`src/verilog/fna_pkg.sv`:
```
// Functional notes
// - Seventeen instructions per reference period; the last halts and resets the address generator.
// - After halt, stay idle until the accumulator clock pulse restarts the sequence.
// - Datapath and pulse converter controls come from a read-only program lookup.
// - Each period, add the three fractional digits to the stored sum.
// - Total reaching or exceeding one drives divide select for N-1 division.
// - Least significant digit first; sum into top, top to middle, middle to bottom.
// - At period end bottom, middle, top hold low, mid and high digit sums.
// - Correction pulses come out in order: pulse three, pulse two, pulse one.
// - Pulse-width counter is reset on the prescaled edge after it reaches fifteen, ending the low pulse.
// - Counter is preset with the complement of the bottom register digit.
// - Counter advances on the prescaled oscillator, loop oscillator divided by ten.
// - Pulse lasts ten times (digit plus one) loop oscillator cycles.
// - Zero fraction keeps pulse widths constant; nonzero fraction changes them.
// - Track phase against the 100 kHz reference for divide select and pulses.
package fna_pkg;

  // Widths and sequencer shape
  localparam int unsigned DIGIT_W = 4;
  localparam int unsigned ADDR_W = 5;
  localparam int unsigned NUM_CHAN = 3;
  localparam int unsigned SEQ_LEN = 17;
  localparam logic [ADDR_W-1:0] HALT_ADDR = 5'h10;
  localparam logic [DIGIT_W-1:0] CNT_MAX = 4'hF;
  localparam logic [DIGIT_W-1:0] BCD_MAX = 4'h9;
  localparam logic [DIGIT_W-1:0] BCD_ADJ = 4'h6;
  localparam logic [DIGIT_W-1:0] DIGIT_RST = 4'h0;

  // Timing: loop oscillator cycles per prescaled edge, clock cycles per reference period
  localparam int unsigned PSO_DIV = 10;
  localparam int unsigned REF_FREQ_KHZ = 100;
  localparam int unsigned CLK_PERIOD_NS = 40;
  localparam int unsigned REF_PERIOD_NS = 1000000 / REF_FREQ_KHZ;
  localparam int unsigned REF_PERIOD_CYC = REF_PERIOD_NS / CLK_PERIOD_NS;

  // Digit selector codes
  localparam logic [1:0] DSEL_LOW = 2'h0;
  localparam logic [1:0] DSEL_MID = 2'h1;
  localparam logic [1:0] DSEL_HIGH = 2'h2;

  // Three fractional digits from the frequency-control source
  typedef struct packed {
    logic [DIGIT_W-1:0] frac_digit_high;
    logic [DIGIT_W-1:0] frac_digit_mid;
    logic [DIGIT_W-1:0] frac_digit_low;
  } fna_frac_type;

  // One instruction word of the sequencing state machine
  typedef struct packed {
    logic [1:0] dsel;
    logic add;
    logic clr;
    logic load;
    logic hold;
    logic rot;
    logic halt;
    logic [1:0] chan;
  } fna_ctrl_type;

  typedef enum logic {
    SEQ_IDLE,
    SEQ_RUN
  } fna_seq_type;

  // Program: clear carry, three adds, three pulse slots, three spares, halt
  localparam fna_ctrl_type PROGRAM [SEQ_LEN] = '{
    '{2'h0, 1'b0, 1'b1, 1'b0, 1'b0, 1'b0, 1'b0, 2'h0},
    '{DSEL_LOW, 1'b1, 1'b0, 1'b0, 1'b0, 1'b0, 1'b0, 2'h0},
    '{DSEL_MID, 1'b1, 1'b0, 1'b0, 1'b0, 1'b0, 1'b0, 2'h0},
    '{DSEL_HIGH, 1'b1, 1'b0, 1'b0, 1'b0, 1'b0, 1'b0, 2'h0},
    '{2'h0, 1'b0, 1'b0, 1'b1, 1'b0, 1'b0, 1'b0, 2'h2},
    '{2'h0, 1'b0, 1'b0, 1'b0, 1'b1, 1'b0, 1'b0, 2'h2},
    '{2'h0, 1'b0, 1'b0, 1'b0, 1'b0, 1'b1, 1'b0, 2'h0},
    '{2'h0, 1'b0, 1'b0, 1'b1, 1'b0, 1'b0, 1'b0, 2'h1},
    '{2'h0, 1'b0, 1'b0, 1'b0, 1'b1, 1'b0, 1'b0, 2'h1},
    '{2'h0, 1'b0, 1'b0, 1'b0, 1'b0, 1'b1, 1'b0, 2'h0},
    '{2'h0, 1'b0, 1'b0, 1'b1, 1'b0, 1'b0, 1'b0, 2'h0},
    '{2'h0, 1'b0, 1'b0, 1'b0, 1'b1, 1'b0, 1'b0, 2'h0},
    '{2'h0, 1'b0, 1'b0, 1'b0, 1'b0, 1'b1, 1'b0, 2'h0},
    '{2'h0, 1'b0, 1'b0, 1'b0, 1'b0, 1'b0, 1'b0, 2'h0},
    '{2'h0, 1'b0, 1'b0, 1'b0, 1'b0, 1'b0, 1'b0, 2'h0},
    '{2'h0, 1'b0, 1'b0, 1'b0, 1'b0, 1'b0, 1'b0, 2'h0},
    '{2'h0, 1'b0, 1'b0, 1'b0, 1'b0, 1'b0, 1'b1, 2'h0}
  };

endpackage

```
`src/verilog/fna_bcd_adder.sv`:
```
`timescale 1ns/1ps
module fna_bcd_adder
  import fna_pkg::*;
(
  input wire logic [DIGIT_W-1:0] a_i,
  input wire logic [DIGIT_W-1:0] b_i,
  input wire logic carry_i,
  output logic [DIGIT_W-1:0] sum_o,
  output logic carry_o
);

  logic [DIGIT_W:0] raw;
  logic [DIGIT_W:0] adj;

  // Binary sum, then the decimal correction when it passes nine
  always_comb begin
    raw = {1'b0, a_i} + {1'b0, b_i} + {{DIGIT_W{1'b0}}, carry_i};
    adj = raw + {1'b0, BCD_ADJ};
    if (raw > {1'b0, BCD_MAX}) begin
      sum_o = adj[DIGIT_W-1:0];
      carry_o = 1'b1;
    end else begin
      sum_o = raw[DIGIT_W-1:0];
      carry_o = 1'b0;
    end
  end

endmodule

```
`src/verilog/fna_accumulator.sv`:
```
`timescale 1ns/1ps
module fna_accumulator
  import fna_pkg::*;
(
  input wire logic clock_i,
  input wire logic rst_b_i,
  input wire logic acc_clock_i,
  input wire logic prescaled_osc_clock_i,
  input wire fna_frac_type frac_digits_i,
  output logic divide_select_out_o,
  output logic [NUM_CHAN-1:0] corr_pulse_b_o,
  output logic seq_busy_o
);

  // Pin synchronisers; the first stage feeds only the second
  logic acc_meta_q;
  logic acc_sync_q;
  logic acc_prev_q;
  logic pso_meta_q;
  logic pso_sync_q;
  logic pso_prev_q;
  fna_frac_type dig_meta_q;
  fna_frac_type dig_sync_q;
  logic acc_edge;
  logic pso_edge;

  always_ff @(posedge clock_i or negedge rst_b_i) begin
    if (!rst_b_i) begin
      acc_meta_q <= 1'b0;
      acc_sync_q <= 1'b0;
      acc_prev_q <= 1'b0;
      pso_meta_q <= 1'b0;
      pso_sync_q <= 1'b0;
      pso_prev_q <= 1'b0;
      dig_meta_q <= '0;
      dig_sync_q <= '0;
    end else begin
      acc_meta_q <= acc_clock_i;
      acc_sync_q <= acc_meta_q;
      acc_prev_q <= acc_sync_q;
      pso_meta_q <= prescaled_osc_clock_i;
      pso_sync_q <= pso_meta_q;
      pso_prev_q <= pso_sync_q;
      dig_meta_q <= frac_digits_i;
      dig_sync_q <= dig_meta_q;
    end
  end

  // Rising edges of the accumulator clock and prescaled oscillator
  assign acc_edge = acc_sync_q & ~acc_prev_q;
  assign pso_edge = pso_sync_q & ~pso_prev_q;

  // Sequencer state
  fna_seq_type state_q;
  fna_seq_type state_d;
  logic [ADDR_W-1:0] addr_q;
  logic [ADDR_W-1:0] addr_d;
  fna_ctrl_type ctrl;
  logic exec;
  logic active_q;
  logic active_d;

  // Instruction fetched from the fixed program
  assign ctrl = PROGRAM[addr_q];
  assign exec = (state_q == SEQ_RUN);

  // Address generator: a load waits for a prescaled edge so the pulse
  // starts aligned; a hold waits for the pulse to finish. An accumulator
  // clock arriving while running is ignored, so the sequence must fit
  // inside one reference period.
  always_comb begin
    state_d = state_q;
    addr_d = addr_q;
    case (state_q)
      SEQ_IDLE: begin
        if (acc_edge) begin
          state_d = SEQ_RUN;
          addr_d = '0;
        end
      end
      SEQ_RUN: begin
        if (ctrl.halt) begin
          state_d = SEQ_IDLE;
          addr_d = '0;
        end else if (ctrl.load && !pso_edge) begin
          addr_d = addr_q;
        end else if (ctrl.hold && active_q) begin
          addr_d = addr_q;
        end else begin
          addr_d = addr_q + 5'h01;
        end
      end
      default: begin
        state_d = SEQ_IDLE;
        addr_d = '0;
      end
    endcase
  end

  always_ff @(posedge clock_i or negedge rst_b_i) begin
    if (!rst_b_i) begin
      state_q <= SEQ_IDLE;
      addr_q <= '0;
    end else begin
      state_q <= state_d;
      addr_q <= addr_d;
    end
  end

  // Summing datapath
  logic [DIGIT_W-1:0] top_sum_register_q;
  logic [DIGIT_W-1:0] top_sum_register_d;
  logic [DIGIT_W-1:0] middle_sum_register_q;
  logic [DIGIT_W-1:0] middle_sum_register_d;
  logic [DIGIT_W-1:0] bottom_sum_register_q;
  logic [DIGIT_W-1:0] bottom_sum_register_d;
  logic carry_q;
  logic carry_d;
  logic div_q;
  logic div_d;
  logic [DIGIT_W-1:0] sel_digit;
  logic [DIGIT_W-1:0] add_sum;
  logic add_carry;

  // Input multiplexer, low digit first in the program
  always_comb begin
    case (ctrl.dsel)
      DSEL_LOW: sel_digit = dig_sync_q.frac_digit_low;
      DSEL_MID: sel_digit = dig_sync_q.frac_digit_mid;
      DSEL_HIGH: sel_digit = dig_sync_q.frac_digit_high;
      default: sel_digit = DIGIT_RST;
    endcase
  end

  fna_bcd_adder u_adder (
    .a_i(sel_digit),
    .b_i(bottom_sum_register_q),
    .carry_i(carry_q),
    .sum_o(add_sum),
    .carry_o(add_carry)
  );

  // Add shifts right; rotate shifts right with bottom wrapping to top,
  // so three rotations restore the order left by the adds
  always_comb begin
    top_sum_register_d = top_sum_register_q;
    middle_sum_register_d = middle_sum_register_q;
    bottom_sum_register_d = bottom_sum_register_q;
    carry_d = carry_q;
    div_d = div_q;
    if (exec && ctrl.clr) begin
      carry_d = 1'b0;
    end
    if (exec && ctrl.add) begin
      top_sum_register_d = add_sum;
      middle_sum_register_d = top_sum_register_q;
      bottom_sum_register_d = middle_sum_register_q;
      carry_d = add_carry;
      if (ctrl.dsel == DSEL_HIGH) begin
        div_d = add_carry;
      end
    end
    if (exec && ctrl.rot) begin
      top_sum_register_d = bottom_sum_register_q;
      middle_sum_register_d = top_sum_register_q;
      bottom_sum_register_d = middle_sum_register_q;
    end
  end

  always_ff @(posedge clock_i or negedge rst_b_i) begin
    if (!rst_b_i) begin
      top_sum_register_q <= DIGIT_RST;
      middle_sum_register_q <= DIGIT_RST;
      bottom_sum_register_q <= DIGIT_RST;
      carry_q <= 1'b0;
      div_q <= 1'b0;
    end else begin
      top_sum_register_q <= top_sum_register_d;
      middle_sum_register_q <= middle_sum_register_d;
      bottom_sum_register_q <= bottom_sum_register_d;
      carry_q <= carry_d;
      div_q <= div_d;
    end
  end

  // Digit to pulse converter
  logic [DIGIT_W-1:0] cnt_q;
  logic [DIGIT_W-1:0] cnt_d;
  logic [1:0] chan_q;
  logic [1:0] chan_d;
  logic [NUM_CHAN-1:0] corr_b_q;
  logic [NUM_CHAN-1:0] corr_b_d;
  logic busy_q;

  // Preset with the complement, count prescaled edges, stop past fifteen
  always_comb begin
    cnt_d = cnt_q;
    active_d = active_q;
    chan_d = chan_q;
    if (exec && ctrl.load && pso_edge) begin
      cnt_d = ~bottom_sum_register_q;
      active_d = 1'b1;
      chan_d = ctrl.chan;
    end else if (active_q && pso_edge) begin
      if (cnt_q == CNT_MAX) begin
        cnt_d = '0;
        active_d = 1'b0;
      end else begin
        cnt_d = cnt_q + 4'h1;
      end
    end
  end

  // Per-channel low-going pulse, registered so outputs never glitch
  for (genvar g = 0; g < NUM_CHAN; g++) begin : g_corr
    assign corr_b_d[g] = ~(active_d && (chan_d == 2'(g)));
  end

  always_ff @(posedge clock_i or negedge rst_b_i) begin
    if (!rst_b_i) begin
      cnt_q <= '0;
      active_q <= 1'b0;
      chan_q <= 2'h0;
      corr_b_q <= '1;
      busy_q <= 1'b0;
    end else begin
      cnt_q <= cnt_d;
      active_q <= active_d;
      chan_q <= chan_d;
      corr_b_q <= corr_b_d;
      busy_q <= (state_d == SEQ_RUN);
    end
  end

  assign divide_select_out_o = div_q;
  assign corr_pulse_b_o = corr_b_q;
  assign seq_busy_o = busy_q;

  // Checking helpers: pulse width in prescaled edges and period snapshot
  logic [DIGIT_W:0] width_q;
  logic [DIGIT_W-1:0] wdig_q;
  logic [3*DIGIT_W-1:0] snap_q;

  always_ff @(posedge clock_i or negedge rst_b_i) begin
    if (!rst_b_i) begin
      width_q <= '0;
      wdig_q <= DIGIT_RST;
      snap_q <= '0;
    end else begin
      if (exec && ctrl.load && pso_edge) begin
        width_q <= '0;
        wdig_q <= bottom_sum_register_q;
      end else if (active_q && pso_edge) begin
        width_q <= width_q + 5'h01;
      end
      if (exec && ctrl.add && ctrl.dsel == DSEL_HIGH) begin
        snap_q <= {add_sum, top_sum_register_q, middle_sum_register_q};
      end
    end
  end
endmodule

```
`config.mk`:
```
export PLATFORM = sky130hd
export DESIGN_NAME = fna_accumulator
export DESIGN_NICKNAME = d
export VERILOG_FILES = /design/src/verilog/fna_pkg.sv /design/src/verilog/fna_bcd_adder.sv /design/src/verilog/fna_accumulator.sv
export SDC_FILE = /design/constraint.sdc
export NUM_CORES = 1
export LEC_CHECK = 0
export BUFFER_PORTS_ARGS = -buffer_cell sky130_fd_sc_hd__buf_4
export CORE_MARGIN = 1.5
export CORE_UTILIZATION = 45
export DETAILED_ROUTE_END_ITERATION = 8
export PLACE_DENSITY = 0.69
export REMOVE_ABC_BUFFERS = 1
export SETUP_SLACK_MARGIN = 0.02
export SYNTH_ARGS = -nofsm -noshare
export SYNTH_HDL_FRONTEND = slang
export SYNTH_SLANG_ARGS = --single-unit
```
`constraint.sdc`:
```
create_clock -name clock_i -period 8.4 [get_ports clock_i]
set_input_delay 2.1 -clock clock_i [delete_from_list [all_inputs] [get_ports clock_i]]
set_output_delay 2.1 -clock clock_i [all_outputs]
set_load 0.02 [all_outputs]
```
## Word level (Yosys, flattened, before mapping)

Memory sizes are Yosys's and may differ from the RTL's.
Cells that the tools add are included.

| word-level totals | value |
|---|---|
| register bits after elaboration | 60 |
| bits in latches | 0 |
| bits in writable memories | 0 |
| memory bits (read-only) | 320 |
| bits of input ports | 16 |
| logic and storage cells | 96 |
| memories kept | 1 |

Memory list:

| memory | depth | bits a word | rd ports | clocked after memory_dff | write ports | RTL line | source |
|---|---|---|---|---|---|---|---|
| (name not given) | 32 | 10 | 1 | 0 | 0 | fna_accumulator.sv:64 | `assign ctrl = PROGRAM[addr_q];` |

| cells by class | value |
|---|---|
| $add $sub $neg | 5 |
| $mul | 0 |
| divide/modulo/power cells | 0 |
| magnitude comparators | 2 |
| equal/unequal tests | 8 |
| shift operators | 0 |
| muxes and demuxes | 28 |
| bitwise operators | 10 |
| reductions and logical operators | 19 |

Operators by type and width:

| operator | count |
|---|---|
| $mux W4 | 10 |
| $mux W10 | 2 |
| $mux W5 | 4 |
| $pmux W4 S3 | 1 |
| $logic_and A1 B1 Y1 | 11 |
| $pmux W5 S2 | 1 |
| $mux W1 | 8 |
| $ge A6 B6 Y1 const B | 1 |
| $ne A3 B3 Y1 const B | 2 |
| $not A1 Y1 | 6 |
| $not A5 Y6 | 1 |
| $reduce_bool A2 Y1 | 3 |
| $add A4 B4 Y5 | 1 |
| $add A5 B1 Y5 | 1 |
| $add A5 B1 Y5 const B | 1 |
| $gt A5 B4 Y1 const B | 1 |
| $add A4 B1 Y4 const B | 1 |
| $add A4 B3 Y4 const B | 1 |
| $eq A2 B1 Y1 const B | 2 |
| $eq A2 B2 Y1 const B | 2 |
| $eq A4 B4 Y1 const B | 1 |
| $logic_not A2 Y1 | 2 |
| $not A4 Y4 | 1 |
| $reduce_and A3 Y1 | 1 |
| 6 further kinds | 7 |

## Depth between registers and ports, before layout

| depth | value |
|---|---|
| depth after elaboration | 12 |
| gate-level depth with buffers | 17 |

## Hierarchy

A second synthesis with hierarchy kept.

| second synthesis, totals | value |
|---|---|
| cell total of the unflattened synthesis | 216 |
| area, all modules | 2653.8 um^2 |

By module, submodules not included:

| module | times used | cells an instance | area each (um^2) | seq. area each (um^2) |
|---|---|---|---|---|
| fna_accumulator | 1 | 194 | 2442.3 | 1505.2 |
| fna_bcd_adder | 1 | 22 | 211.5 | 0.0 |

## Worst setup path after synthesis

No wires, ideal clock.

| path | value |
|---|---|
| kind | register -> register |
| from | reg addr_q[2] |
| to | reg top_sum_register_q[2] |
| library setup time | 0.104 ns |
| arrival | 3.329 ns |
| path slack | 4.967 ns |
| stages on the path, launching flop included | 18 |
| buffers on the path | 1 |
| clock period less this slack | 3.433 ns |
| path through | dfrtp_1 buf_2 inv_1 ha_1 inv_1 a21oi_1 nor2b_1 a222oi_1 fa_1 inv_1 fa_1 xnor2_1 ha_1 nand2_1 a211o_1 o32ai_1 a21oi_1 o311ai_1 |

| between the ends | value |
|---|---|
| longest elaborated chain between the ends | 12 |
| elaborated cells on any way between the ends | 18 |
| classes of those cells | add/sub: 3; order compare: 1; eq/ne: 2; mux: 6; bitwise: 1; reduce/logical: 4; memory: 1 |

Ends and longest elaborated chain:

| what | RTL line | source |
|---|---|---|
| start, declared | fna_accumulator.sv:56 | `logic [ADDR_W-1:0] addr_q;` |
| start signal, assigned | fna_accumulator.sv:106 | `addr_q <= addr_d;` |
| $not A5 Y6 (implied by the code) (*) | fna_accumulator.sv:64 |  |
| $mem_v2 Z32 W10 (*) | - |  |
| $mux W10 (implied by the code) (*) (2 in series) | fna_accumulator.sv:64 |  |
| $eq A2 B2 Y1, or another cell as far along | fna_accumulator.sv:127 | `case (ctrl.dsel)` |
| $pmux W4 S3 | fna_accumulator.sv:127 |  |
| $add A4 B4 Y5 | fna_bcd_adder.sv:17 | `raw = {1'b0, a_i} + {1'b0, b_i} + {{DIGIT_W{1'b0}}, carry_i};` |
| $add A5 B1 Y5 | fna_bcd_adder.sv:17 |  |
| $add A4 B3 Y4 / $gt A5 B4 Y1 (equally long branches) | fna_bcd_adder.sv:18, fna_bcd_adder.sv:19 |  |
| $mux W4 | fna_bcd_adder.sv:19 | `if (raw > {1'b0, BCD_MAX}) begin` |
| $mux W4 | fna_accumulator.sv:154 | `if (exec && ctrl.add) begin` |
| $mux W4 | fna_accumulator.sv:163 | `if (exec && ctrl.rot) begin` |
| end signal, assigned | fna_accumulator.sv:178 | `top_sum_register_q <= top_sum_register_d;` |
| end, declared | fna_accumulator.sv:111 | `logic [DIGIT_W-1:0] top_sum_register_q;` |

Mark *: on every way between the ends. The rest lies on a longest branch, timed or not. The select of a mux whose other input is x is not followed.
A chain may end at the register's enable or synchronous reset.

## Final worst setup path

Same ends and word-level chain as after synthesis.

==> run metrics <==
worst hold slack=0.342 ns; first-pass GRT wire length=8030 µm; Die Ht=80.6 µm; Synth top area share=52.7%; f_max=247 MHz; R2R Path End=top_sum_register_q[2]; die area=6490 µm²; initial drt markers=88; Clk Latency, worst-skew pair=0.34 ns; initial antenna violation count=0; Seq cells post-synth=60; slew at the pin closest to its max-slew limit=0.733 ns; I/O Pins=21; Rows=28; final hold vios=0; Avg Vias per Cell=5.39; grt met1 use=21.2%; leading area contributor after synthesis=dfrtp_1; total power=1.29 mW; Seq/Total Area, Yosys=55.6%; crit end category=register; Netlist cell types=55; DIE WIDTH=80.6 µm; most frequent cells in the layout=dfrtp_1 (57), buf_4 (20), nand2_1 (18), o21ai_0 (16), inv_1 (15); Post-Place Cell Area=2930 µm²; post-CTS sizing=0; slew margin rel.=51.1%; Post-synth ARST share=100%; Slew Limit Fails=0; total gr overflow=0; Post-CTS Setup Bufs=0; Max-cap violations=0; Worst Path Buf+Inv=3; Final Critical Period=4.04 ns; hold path depth=0; CP most frequent cell=inv_1; clock transition at the registers of the reported paths=0.06 ns; layout filler cell count=499; H-tree depth=3; setup TNS=0 ns; reg2reg setup slack=4.36 ns; Num CTS Buffers=9; VDD IR max=0.190 mV; largest net degree at the start of global routing=61; Top delay family on crit path=adder cells; CTS Root Cell=clkbuf_8; vias in the first global route=1778; share of layout cells above drive strength 1=17.9%; critical path, cell by cell=inv_1, ha_1, inv_1, a21oi_1, nor2b_1, a222oi_1, fa_1, inv_1, fa_1, xnor2_1, ha_1, nand2_1, a211o_1, o32ai_1, a21oi_1, o311ai_1; ANT nets after route=0; hold crit path type=register to register; gr busiest metal=met2; grt met3 use=6.02%; predominant post-synthesis flop cell=dfrtp_1; most common cell after layout, fill and taps aside=dfrtp_1; WP data required=8.63 ns; clk buf depth=2; Area Overhead vs Synth=15.0%; CTS tree=built; number of buffer cells added on primary ports=20; status=completed; Worst Path Arrival=4.27 ns; core area=5850 µm²; RSZ-0062 raised after global routing=false; post-detailed-placement half-perimeter wirelength=3370 µm; YS warnings=0; Lkg Pwr=1.41 nW; CP max stage cell=dfrtp_1; fin crit share=48.1%; PwrDens=415 nW/µm²; Vias=1821; # diodes=0; Avg Cell Area, Syn=11.7 µm²; hold wc startpoint=dig_meta_q[7]; Hold EP=dig_sync_q[7]; Total Wirelength=4850 µm; GR Util All Layers=17.1%; Worst Setup Start Kind=register; hold buffers post-CTS=0; DR DRC count=0; R2R cell count=16; nets=288; top cells by area, synth=dfrtp_1 (53%), ha_1 (5.5%), o21ai_0 (3.0%), dfstp_2 (2.9%), nand2_1 (2.5%); Worst path max stage delay=0.57 ns; clk sink count=60; Post-Syn Area=2710 µm²; Clock Skew=0.00782 ns; Initial Utilization=46.3%; worst r2r src=addr_q[2]; met2 Resource Use GR=25.8%; Worst Path Max Fanout=15; routed length per instance=14.4 µm; design area=3110 µm²; Post-synth EDFFs=0; 1st-pass router iterations=4; critical path class=register to register; Syn Inst Count=231; setup violators final=0; routability cong.=0.857
==> layout make-up <==
class	instances	area [µm²]	area share, %
tap	75	93.8	3.01
inverter	15	56.3	1.81
sequential	60	1510	48.3
clock inverter	5	52.6	1.69
clock buffer	11	131	4.22
multi-input combinational	152	1120	36.1
timing repair buffer	20	150	4.82
==> logic make-up after synthesis <==
family | synth area share [%]
AND/OR/NAND/NOR | 13.8
multiplexers | 5.87
adder cells (fa/ha/maj) | 7.02
AO/OA/AOI/OAI | 14.2
XOR/XNOR | 0.647
flip-flops | 55.6
buffers and inverters | 2.86
==> synth_stat cells, drive strengths merged (2+ instances only) <==
cell type and instances:
inv 15, nor2b 8, a31oi 2, buf 3, xnor2 2, ha 12, mux2i 5, nor3b 2
o32ai 2, o21bai 2, nand2b 5, fa 2, dfrtp 57, a21oi 12, nor3 3, nand3b 4
o21ai 16, nand3 6, nand2 18, a211o 2, dfstp 3, mux2 9, or4 2, a22oi 4
nor2 10, a2111oi 2
==> worst max path at each step <==
stage	from	endpoint	slack (ns)	cells past startpoint
floorplan	addr_q[2]	top_sum_register_q[2]	4.97	16
global placement	addr_q[2]	top_sum_register_q[2]	4.69	16
detailed placement	addr_q[2]	top_sum_register_q[2]	4.48	16
CTS	addr_q[2]	top_sum_register_q[2]	4.45	16
global route	addr_q[2]	top_sum_register_q[2]	4.01	16
finish	addr_q[2]	top_sum_register_q[2]	4.36	16
==> report_power, final <==
group	switching (mW)	leakage, nW	internal, mW	total (mW)
Clock	0.108	0.0931	0.135	0.243
Sequential	0.0614	0.714	0.367	0.428
Combinational	0.353	0.607	0.269	0.621
Total	0.522	1.41	0.771	1.29
==> worst reg2reg max path, delay by kind of cell, from the launching register on <==
kind	cells	cell delay (ns)
DFF	1	0.57
adders and majority gates	4	1.23
buffers and inverters	3	0.35
and+or+nand+nor	2	0.30
xor gates and xnor gates	1	0.34
AOI/OAI and AO/OA	6	1.14
==> routing by layer <==
| metal | share of wire [%] | wire [µm] |
|---|---|---|
| met4 | 2.0 | 98 |
| met3 | 4.6 | 225 |
| met1 | 46 | 2240 |
| met2 | 47 | 2290 |
| met5 | 0 | 0 |
==> per-stage QoR <==
stage          setup WS, ns  utilization (%)  cells
2_1_floorplan          4.97                -    227
3_3_place_gp           4.69             50.1    322
4_1_cts                4.45             53.2    338
5_1_grt                4.01             53.2    338
3_5_place_dp           4.48             50.1    322
6_report               4.36             53.2    338
==> flip-flops by register name, indices dropped and copies added, names as in the netlist <==
| name | cells |
|---|---|
| acc_meta_q | 1 |
| acc_prev_q | 1 |
| acc_sync_q | 1 |
| active_q | 1 |
| addr_q | 5 |
| bottom_sum_register_q | 4 |
| carry_q | 1 |
| chan_q | 2 |
| cnt_q | 4 |
| corr_pulse_b_o | 3 |
| dig_meta_q | 12 |
| dig_sync_q | 12 |
| divide_select_out_o | 1 |
| middle_sum_register_q | 4 |
| pso_meta_q | 1 |
| pso_prev_q | 1 |
| pso_sync_q | 1 |
| seq_busy_o | 1 |
| top_sum_register_q | 4 |
Power figures use the tool's default switching activity.
